<file path="src/hw/lpcg_defs.vh">
`ifndef LPCG_DEFS_VH
`define LPCG_DEFS_VH

// register byte offsets
`define LPCG_OFS_RUN_CFG 12'h060
`define LPCG_OFS_RUN_GATE 12'h104
`define LPCG_OFS_SLEEP_GATE 12'h114
`define LPCG_OFS_DEEP_GATE 12'h124
`define LPCG_OFS_IRQ_STAT 12'h130
`define LPCG_OFS_IRQ_MASK 12'h134
`define LPCG_OFS_GATE_NOW 12'h138
`define LPCG_OFS_FAULT_INFO 12'h13c

// writable bits of every gating register
`define LPCG_GATE_MASK 32'h0107_1013
`define LPCG_GATE_RESET 32'h0000_0000

// gating bit positions
`define LPCG_POS_ASYNC0 0
`define LPCG_POS_ASYNC1 1
`define LPCG_POS_SYNC 4
`define LPCG_POS_TWO_WIRE 12
`define LPCG_POS_GP_COUNTER_ZERO_GATE 16
`define LPCG_POS_GP_COUNTER_ONE_GATE 17
`define LPCG_POS_GP_COUNTER_TWO_GATE 18
`define LPCG_POS_COMP 24

// run-mode clock configuration
`define LPCG_POS_ACG 27
`define LPCG_RUN_CFG_RESET 1'b0

// interrupt status bits
`define LPCG_IRQ_FAULT 0
`define LPCG_IRQ_SLEEP 1
`define LPCG_IRQ_DEEP 2
`define LPCG_IRQ_WAKE 3
`define LPCG_IRQ_RESET 4'h0

// power modes
`define LPCG_MODE_RUN 2'h0
`define LPCG_MODE_SLEEP 2'h1
`define LPCG_MODE_DEEP 2'h2

`endif

</file>
<file path="src/hw/lpcg_top.v">
// Overview of operation
// - each enable bit clocks its peripheral when one, stops and disables it when zero.
// - an access to a peripheral whose clock is off gets a bus fault.
// - every gating enable clears to zero on reset.
// - reserved bits are read-only and read zero; software preserves them.
// - run, sleep and deep-sleep gating registers share one layout.
// - sleep and deep-sleep registers apply only while auto gating is set.
// - bit 0 gates the first asynchronous serial port.
// - bit 1 gates the second asynchronous serial port.
// - bit 4 gates the synchronous serial port.
// - bit 12 gates the two-wire serial controller.
// - bit 16 gates the first timer.
// - bit 17 gates the second timer.
//
// The implementer's own choice: the plain strobed port.
`timescale 1ns/100ps
`include "lpcg_defs.vh"

module lpcg_top (
    input wire clock_i,
    input wire rst_i,
    input wire [11:0] addr_i,
    input wire [31:0] wr_data_i,
    input wire wr_i,
    input wire rd_i,
    output wire [31:0] rd_data_o,
    input wire sleep_req_i,
    input wire deep_req_i,
    input wire wake_i,
    input wire periph_acc_i,
    input wire periph_wr_i,
    input wire [2:0] periph_sel_i,
    output wire periph_fault_o,
    output wire periph_done_o,
    output wire [7:0] unit_clk_en_o,
    output wire [1:0] mode_o,
    output wire irq_o
);

    localparam ST_RUN = 2'h0;
    localparam ST_SLEEP = 2'h1;
    localparam ST_DEEP = 2'h2;

    reg [31:0] run_gate_reg;
    reg [31:0] sleep_gate_reg;
    reg [31:0] deep_gate_reg;
    reg acg_reg;
    reg [1:0] mode_reg;
    reg [1:0] mode_next;
    reg [3:0] irq_stat_reg;
    reg [3:0] irq_stat_next;
    reg [3:0] irq_mask_reg;
    reg irq_reg;
    reg [31:0] rd_data_reg;
    reg [31:0] rd_data_next;
    reg fault_reg;
    reg done_reg;
    reg [3:0] fault_info_reg;
    reg [3:0] irq_set;
    reg [3:0] irq_clr;

    wire [7:0] unit_run;
    wire [7:0] unit_sleep;
    wire [7:0] unit_deep;
    wire [7:0] unit_en;
    wire [31:0] gate_now;
    wire wr_run_gate;
    wire wr_sleep_gate;
    wire wr_deep_gate;
    wire wr_run_cfg;
    wire wr_irq_mask;
    wire rd_irq_stat;
    wire sel_en;

    // one function serves all three registers since their layouts match
    function [7:0] pick_units;
        input [31:0] r;
        begin
            pick_units[0] = r[`LPCG_POS_ASYNC0];
            pick_units[1] = r[`LPCG_POS_ASYNC1];
            pick_units[2] = r[`LPCG_POS_SYNC];
            pick_units[3] = r[`LPCG_POS_TWO_WIRE];
            pick_units[4] = r[`LPCG_POS_GP_COUNTER_ZERO_GATE];
            pick_units[5] = r[`LPCG_POS_GP_COUNTER_ONE_GATE];
            pick_units[6] = r[`LPCG_POS_GP_COUNTER_TWO_GATE];
            pick_units[7] = r[`LPCG_POS_COMP];
        end
    endfunction

    function [31:0] spread_units;
        input [7:0] u;
        begin
            spread_units = 32'h0000_0000;
            spread_units[`LPCG_POS_ASYNC0] = u[0];
            spread_units[`LPCG_POS_ASYNC1] = u[1];
            spread_units[`LPCG_POS_SYNC] = u[2];
            spread_units[`LPCG_POS_TWO_WIRE] = u[3];
            spread_units[`LPCG_POS_GP_COUNTER_ZERO_GATE] = u[4];
            spread_units[`LPCG_POS_GP_COUNTER_ONE_GATE] = u[5];
            spread_units[`LPCG_POS_GP_COUNTER_TWO_GATE] = u[6];
            spread_units[`LPCG_POS_COMP] = u[7];
        end
    endfunction

    assign wr_run_gate = wr_i && (addr_i == `LPCG_OFS_RUN_GATE);
    assign wr_sleep_gate = wr_i && (addr_i == `LPCG_OFS_SLEEP_GATE);
    assign wr_deep_gate = wr_i && (addr_i == `LPCG_OFS_DEEP_GATE);
    assign wr_run_cfg = wr_i && (addr_i == `LPCG_OFS_RUN_CFG);
    assign wr_irq_mask = wr_i && (addr_i == `LPCG_OFS_IRQ_MASK);
    assign rd_irq_stat = rd_i && (addr_i == `LPCG_OFS_IRQ_STAT);

    // the clock configuration word holds only the auto gating bit
    // three gating registers of one layout; reserved bits never store
    always @(posedge clock_i or posedge rst_i)
    begin
        if (rst_i)
        begin
            run_gate_reg <= `LPCG_GATE_RESET;
            sleep_gate_reg <= `LPCG_GATE_RESET;
            deep_gate_reg <= `LPCG_GATE_RESET;
            acg_reg <= `LPCG_RUN_CFG_RESET;
            irq_mask_reg <= `LPCG_IRQ_RESET;
        end
        else
        begin
            if (wr_run_gate)
            begin
                run_gate_reg <= wr_data_i & `LPCG_GATE_MASK;
            end
            if (wr_sleep_gate)
            begin
                sleep_gate_reg <= wr_data_i & `LPCG_GATE_MASK;
            end
            if (wr_deep_gate)
            begin
                deep_gate_reg <= wr_data_i & `LPCG_GATE_MASK;
            end
            if (wr_run_cfg)
            begin
                acg_reg <= wr_data_i[`LPCG_POS_ACG];
            end
            if (wr_irq_mask)
            begin
                irq_mask_reg <= wr_data_i[3:0];
            end
        end
    end

    assign unit_run = pick_units(run_gate_reg);
    assign unit_sleep = pick_units(sleep_gate_reg);
    assign unit_deep = pick_units(deep_gate_reg);

    // power mode sequencing; deep sleep wins when both requests arrive together
    // requests are levels: one still high after wake re-enters low power at once
    always @*
    begin
        mode_next = mode_reg;
        case (mode_reg)
            ST_RUN:
            begin
                if (deep_req_i)
                begin
                    mode_next = ST_DEEP;
                end
                else if (sleep_req_i)
                begin
                    mode_next = ST_SLEEP;
                end
            end
            ST_SLEEP:
            begin
                if (wake_i)
                begin
                    mode_next = ST_RUN;
                end
            end
            ST_DEEP:
            begin
                if (wake_i)
                begin
                    mode_next = ST_RUN;
                end
            end
            default:
            begin
                mode_next = ST_RUN;
            end
        endcase
    end

    always @(posedge clock_i or posedge rst_i)
    begin
        if (rst_i)
        begin
            mode_reg <= ST_RUN;
        end
        else
        begin
            mode_reg <= mode_next;
        end
    end

    // one gate per unit; the enable is a flop so the clock gate sees no glitch
    genvar gi;
    generate
        for (gi = 0; gi < 8; gi = gi + 1)
        begin : g_unit
            lpcg_unit_gate u_gate (
                .clock_i(clock_i),
                .rst_i(rst_i),
                .run_en_i(unit_run[gi]),
                .sleep_en_i(unit_sleep[gi]),
                .deep_en_i(unit_deep[gi]),
                .acg_i(acg_reg),
                .mode_i(mode_reg),
                .clk_en_o(unit_en[gi])
            );
        end
    endgenerate

    assign gate_now = spread_units(unit_en);

    // the access is judged against the enable in force at that moment
    assign sel_en = unit_en[periph_sel_i];

    // fault info keeps only the latest refused access; older ones are lost
    always @(posedge clock_i or posedge rst_i)
    begin
        if (rst_i)
        begin
            fault_reg <= 1'b0;
            done_reg <= 1'b0;
            fault_info_reg <= 4'h0;
        end
        else
        begin
            fault_reg <= periph_acc_i && !sel_en;
            done_reg <= periph_acc_i && sel_en;
            if (periph_acc_i && !sel_en)
            begin
                fault_info_reg <= {periph_wr_i, periph_sel_i};
            end
        end
    end

    // sticky events; a set in the clearing read's cycle survives
    // status is read-and-clear, so software must handle every bit it reads
    always @*
    begin
        irq_set = 4'h0;
        irq_set[`LPCG_IRQ_FAULT] = periph_acc_i && !sel_en;
        irq_set[`LPCG_IRQ_SLEEP] = (mode_reg == ST_RUN) && (mode_next == ST_SLEEP);
        irq_set[`LPCG_IRQ_DEEP] = (mode_reg == ST_RUN) && (mode_next == ST_DEEP);
        irq_set[`LPCG_IRQ_WAKE] = (mode_reg != ST_RUN) && (mode_next == ST_RUN);
        irq_clr = rd_irq_stat ? 4'hf : 4'h0;
        irq_stat_next = (irq_stat_reg & ~irq_clr) | irq_set;
    end

    always @(posedge clock_i or posedge rst_i)
    begin
        if (rst_i)
        begin
            irq_stat_reg <= `LPCG_IRQ_RESET;
            irq_reg <= 1'b0;
        end
        else
        begin
            irq_stat_reg <= irq_stat_next;
            // a mask write counts in its own cycle so the level never lags
            irq_reg <= |(irq_stat_next & (wr_irq_mask ? wr_data_i[3:0] : irq_mask_reg));
        end
    end

    // read mux; unmapped offsets and reserved bits return zero
    always @*
    begin
        rd_data_next = 32'h0000_0000;
        case (addr_i)
            `LPCG_OFS_RUN_CFG:
            begin
                rd_data_next[`LPCG_POS_ACG] = acg_reg;
            end
            `LPCG_OFS_RUN_GATE:
            begin
                rd_data_next = run_gate_reg;
            end
            `LPCG_OFS_SLEEP_GATE:
            begin
                rd_data_next = sleep_gate_reg;
            end
            `LPCG_OFS_DEEP_GATE:
            begin
                rd_data_next = deep_gate_reg;
            end
            `LPCG_OFS_IRQ_STAT:
            begin
                rd_data_next[3:0] = irq_stat_reg;
            end
            `LPCG_OFS_IRQ_MASK:
            begin
                rd_data_next[3:0] = irq_mask_reg;
            end
            `LPCG_OFS_GATE_NOW:
            begin
                rd_data_next = gate_now;
            end
            `LPCG_OFS_FAULT_INFO:
            begin
                rd_data_next[3:0] = fault_info_reg;
                rd_data_next[9:8] = mode_reg;
            end
            default:
            begin
                rd_data_next = 32'h0000_0000;
            end
        endcase
    end

    // data stands for the one cycle after the strobe, zero otherwise
    always @(posedge clock_i or posedge rst_i)
    begin
        if (rst_i)
        begin
            rd_data_reg <= 32'h0000_0000;
        end
        else if (rd_i)
        begin
            rd_data_reg <= rd_data_next;
        end
        else
        begin
            rd_data_reg <= 32'h0000_0000;
        end
    end

    // every output comes straight from a flop
    assign rd_data_o = rd_data_reg;
    assign periph_fault_o = fault_reg;
    assign periph_done_o = done_reg;
    assign unit_clk_en_o = unit_en;
    assign mode_o = mode_reg;
    assign irq_o = irq_reg;

endmodule // lpcg_top

</file>
<file path="src/hw/lpcg_unit_gate.v">
`timescale 1ns/100ps
`include "lpcg_defs.vh"

module lpcg_unit_gate (
    input wire clock_i,
    input wire rst_i,
    input wire run_en_i,
    input wire sleep_en_i,
    input wire deep_en_i,
    input wire acg_i,
    input wire [1:0] mode_i,
    output wire clk_en_o
);

    reg en_reg;
    reg en_next;

    always @*
    begin
        en_next = run_en_i;
        // without auto gating the run register also rules the low-power modes
        if (acg_i && (mode_i == `LPCG_MODE_SLEEP))
        begin
            en_next = sleep_en_i;
        end
        else if (acg_i && (mode_i == `LPCG_MODE_DEEP))
        begin
            en_next = deep_en_i;
        end
    end

    always @(posedge clock_i or posedge rst_i)
    begin
        if (rst_i)
        begin
            en_reg <= 1'b0;
        end
        else
        begin
            en_reg <= en_next;
        end
    end

    assign clk_en_o = en_reg;

endmodule // lpcg_unit_gate

</file>
<file path="config.mk">
export PLATFORM = sky130hd
export DESIGN_NAME = lpcg_top
export DESIGN_NICKNAME = d
export VERILOG_FILES = /design/src/hw/lpcg_top.v /design/src/hw/lpcg_unit_gate.v
export VERILOG_INCLUDE_DIRS = /design/src /design/src/hw
export SDC_FILE = /design/constraint.sdc
export NUM_CORES = 1
export LEC_CHECK = 0
export ABC_AREA = 1
export BUFFER_PORTS_ARGS = -buffer_cell sky130_fd_sc_hd__clkbuf_2
export CAP_MARGIN = 30
export CORE_MARGIN = 8
export CORE_UTILIZATION = 52
export DETAILED_ROUTE_END_ITERATION = 8
export PLACE_DENSITY = 0.86
export SYNTH_ARGS = -nofsm -noshare
export SYNTH_HDL_FRONTEND = slang
export SYNTH_SLANG_ARGS = --single-unit
</file>
<file path="constraint.sdc">
create_clock -name clock_i -period 2.3 [get_ports clock_i]
set_input_delay 0.46 -clock clock_i [delete_from_list [all_inputs] [get_ports clock_i]]
set_output_delay 0.46 -clock clock_i [all_outputs]
set_load 0.02 [all_outputs]
</file>
==> results.sh <==
export IMPL_status="finished, final reports clean"
export IMPL_final_nets=552
export IMPL_cp_start_kind="flip-flop"
export IMPL_max_slew_margin_rel_pct=65.6
export IMPL_drive_gt1_share_pct=21.9
export IMPL_clk_path_buf_depth=2
export IMPL_cts_num_sinks=63
export IMPL_port_buffers=60
export IMPL_cts_tree="built"
export IMPL_path_max_fanout=6
export IMPL_cts_resized=0
export IMPL_synth_seq_area_share_pct=45.8
export IMPL_finalCriticalPeriod_ps=1790
export IMPL_fp_row_count=29
export IMPL_core_area_sq_mm=0.00639
export IMPL_end_kind="flip-flop"
export IMPL_synthAdderAreaFrac_pct=1.45
export IMPL_dieArea_sq_mm=0.00948
export IMPL_synth_top_family_by_area="simple AND/OR/NAND/NOR gates"
export IMPL_rsz0062_at_grt="no"
export IMPL_clk_latency_ps=350
export IMPL_hpwl_um=6330
export IMPL_gp_congestion=0.898
export IMPL_ys_ff_latch=63
export IMPL_crit_arrival_ps=2030
export IMPL_max_freq_ghz=0.560
export IMPL_synth_mux_area_share_pct=0
export IMPL_io_pins=101
export IMPL_powerDensity_mw_per_mm2=705
export IMPL_yosys_area_top_type="dfrtp_1"
export IMPL_grt_max_degree=29
export IMPL_cts_root_buf="clkbuf_8"
export IMPL_setup_viol=0
export IMPL_ys_warn_count=0
export IMPL_synth_cells=435
export IMPL_critPathKind="reg -> reg"
export IMPL_largest_register_ffs=13
export IMPL_cts_buffers=9
export IMPL_htree_levels=3
export IMPL_drcViolationCount=0
export IMPL_cts_setup_buffers=0
export IMPL_grt_antenna_before_repair=0
export IMPL_grt_remaining_overflow=0
export IMPL_final_setup_skew_ps=5.85
export IMPL_grt_pass1_wl_um=14400
export IMPL_netlist_top_cells_area="dfrtp_1 (46%), nand2_1 (13%), buf_4 (6.1%)"
export IMPL_antennaDiodeCount=0
export IMPL_p_leak_nw=2.22
export IMPL_postSynthAreaPerCell_sq_um=7.91
export IMPL_post_place_ws_ps=351
export IMPL_clkTransAtPathRegs_ps=70
export IMPL_drtAntennaViolNets=0
export IMPL_synth_xor_area_share_pct=0
export IMPL_ys_types=31
export IMPL_synth_compound_area_share_pct=8.54
export IMPL_first_pass_iters=4
export IMPL_synthSimpleGateAreaFrac_pct=29.8
export IMPL_initial_core_util_pct=53.9
export IMPL_crit_required_ps=2550
export IMPL_tightest_slew_ps=515
export IMPL_final_setup_tns_ps=0
export IMPL_synthToLayoutAreaGrowth_pct=13.8
export IMPL_max_cap_violations=0
export IMPL_synth_area_sq_mm=0.00344
export IMPL_grt_pass1_vias=3129
export IMPL_drv_slew=0
export IMPL_p_total_mw=2.76
export IMPL_routed_wl_um=8270
export IMPL_synth_top_cell_area_share_pct=45.8
export IMPL_die_h_um=97.4
export IMPL_die_w_um=97.4
export IMPL_ir_drop_mv=0.549
export IMPL_ctsHoldBuffers=0
export IMPL_period_share_pct=77.7
export IMPL_final_util_pct=61.3
export IMPL_finalHoldViolations=0
export IMPL_first_iter_violations=248
export IMPL_setup_slack_ps=513
export IMPL_wl_per_cell_um=14.4
export IMPL_min_path_type="in -> async"
export IMPL_track_usage_pct=18.1
export IMPL_via_count=3001
export IMPL_post_drt_via_cell_ratio=5.23
[power breakdown]
| group | internal, mW | switching [mW] |
|---|---|---|
| clock | 0.723 | 0.454 |
| sequential | 1.15 | 0.0403 |
| combinational | 0.120 | 0.276 |
[kinds of logic (layout without fill, tap and decap cells)]
logic type / count (synthesis) / after routing
compound gates: 48 / 48
fa+ha+maj: 4 / 4
buf+inv: 95 / 139
flops: 63 / 63
other cells: 1 / 19
simple gates: 224 / 224
[critical path, cell delays in order, from the launching register on]
cell and delay, ps:
dfrtp_1 440, inv_1 130, ha_1 310, inv_1 40
nor2_1 110, nand2_1 90, nand2_1 100, nand2_1 80
nand2_1 100, nand2_1 80, nand2_1 70, nand2_1 50
inv_1 50, nand2_1 40
[layer usage]
layer  vias to the layer above  wire length (um)  global-route usage (%)  part of all wire (%)
li1                       1462                 -                       -                     -
met1                      1404              3420                    21.7                    41
met2                       120              4000                    30.0                    48
met3                        15               673                    3.98                   8.1
met4                         0               170                    8.74                   2.1
met5                         -                 0                       0                     0
[layout make-up]
cell class,count,area [sq um]
clock buffers,9,124
clock inverters,7,121
fillers,522,2470
inverters,58,219
multi-input cells,295,1440
flip-flops and latches,63,1580
well taps,77,96.3
repair buffers,65,338
[Yosys cell counts]
library cell / count
nand4_4: 1
nand3_2: 4
inv_1: 55
nand4_1: 16
a21oi_1: 4
nor2_1: 29
o2111ai_1: 1
a21o_1: 1
nand2_1: 122
o21ai_2: 8
nor2_2: 6
nand3b_1: 1
inv_2: 2
a31oi_1: 8
o21ai_0: 23
a21boi_0: 1
buf_6: 3
clkinv_2: 1
ha_1: 4
nor2_8: 1
dfrtp_1: 63
buf_2: 5
buf_4: 28
clkbuf_1: 1
o211ai_1: 1
nand2_4: 1
conb_1: 1
o21a_1: 1
nand3_1: 38
and3_1: 2
nand2_2: 3
[worst paths after layout]
path	slack, ps	to	depth (start not counted)	start
max in group asynchronous	1520	sleep_gate_reg[0]$_DFFE_PP0P_	3	rst_i
hold reg to reg	500	sleep_gate_reg[17]$_DFFE_PP0P_	2	sleep_gate_reg[17]$_DFFE_PP0P_
hold / removal	80	rd_data_o[16]$_DFF_PP0_	2	rst_i
setup / recovery	510	irq_o$_DFF_PP0_	13	mode_o[0]$_DFF_PP0_
min in group clock_i	320	fault_info_reg[3]$_DFFE_PP0P_	3	periph_wr_i
setup reg to reg	510	irq_o$_DFF_PP0_	13	mode_o[0]$_DFF_PP0_
[stage by stage]
| step | area, sq um | hold slack (ps) | instances |
|---|---|---|---|
| floorplan | 3510 | 453 | 453 |
| global placement | 3670 | 455 | 558 |
| detailed placement | 3670 | 467 | 558 |
| CTS | 3920 | 98.7 | 574 |
| global route | 3920 | 128 | 574 |
| finish | 3920 | 80.1 | 574 |
[cell usage in the layout (no fill, tap or decap), drive strengths merged]
master,instances
a21boi,1
a21o,1
a21oi,4
a31oi,8
and3,2
buf,5
bufinv,3
clkbuf,69
clkinv,5
conb,19
dfrtp,63
ha,4
inv,57
nand2,126
nand3,42
nand3b,1
nand4,17
nor2,36
o2111ai,1
o211ai,1
o21a,1
o21ai,31
Note: power is estimated with default switching activity, not from simulation.
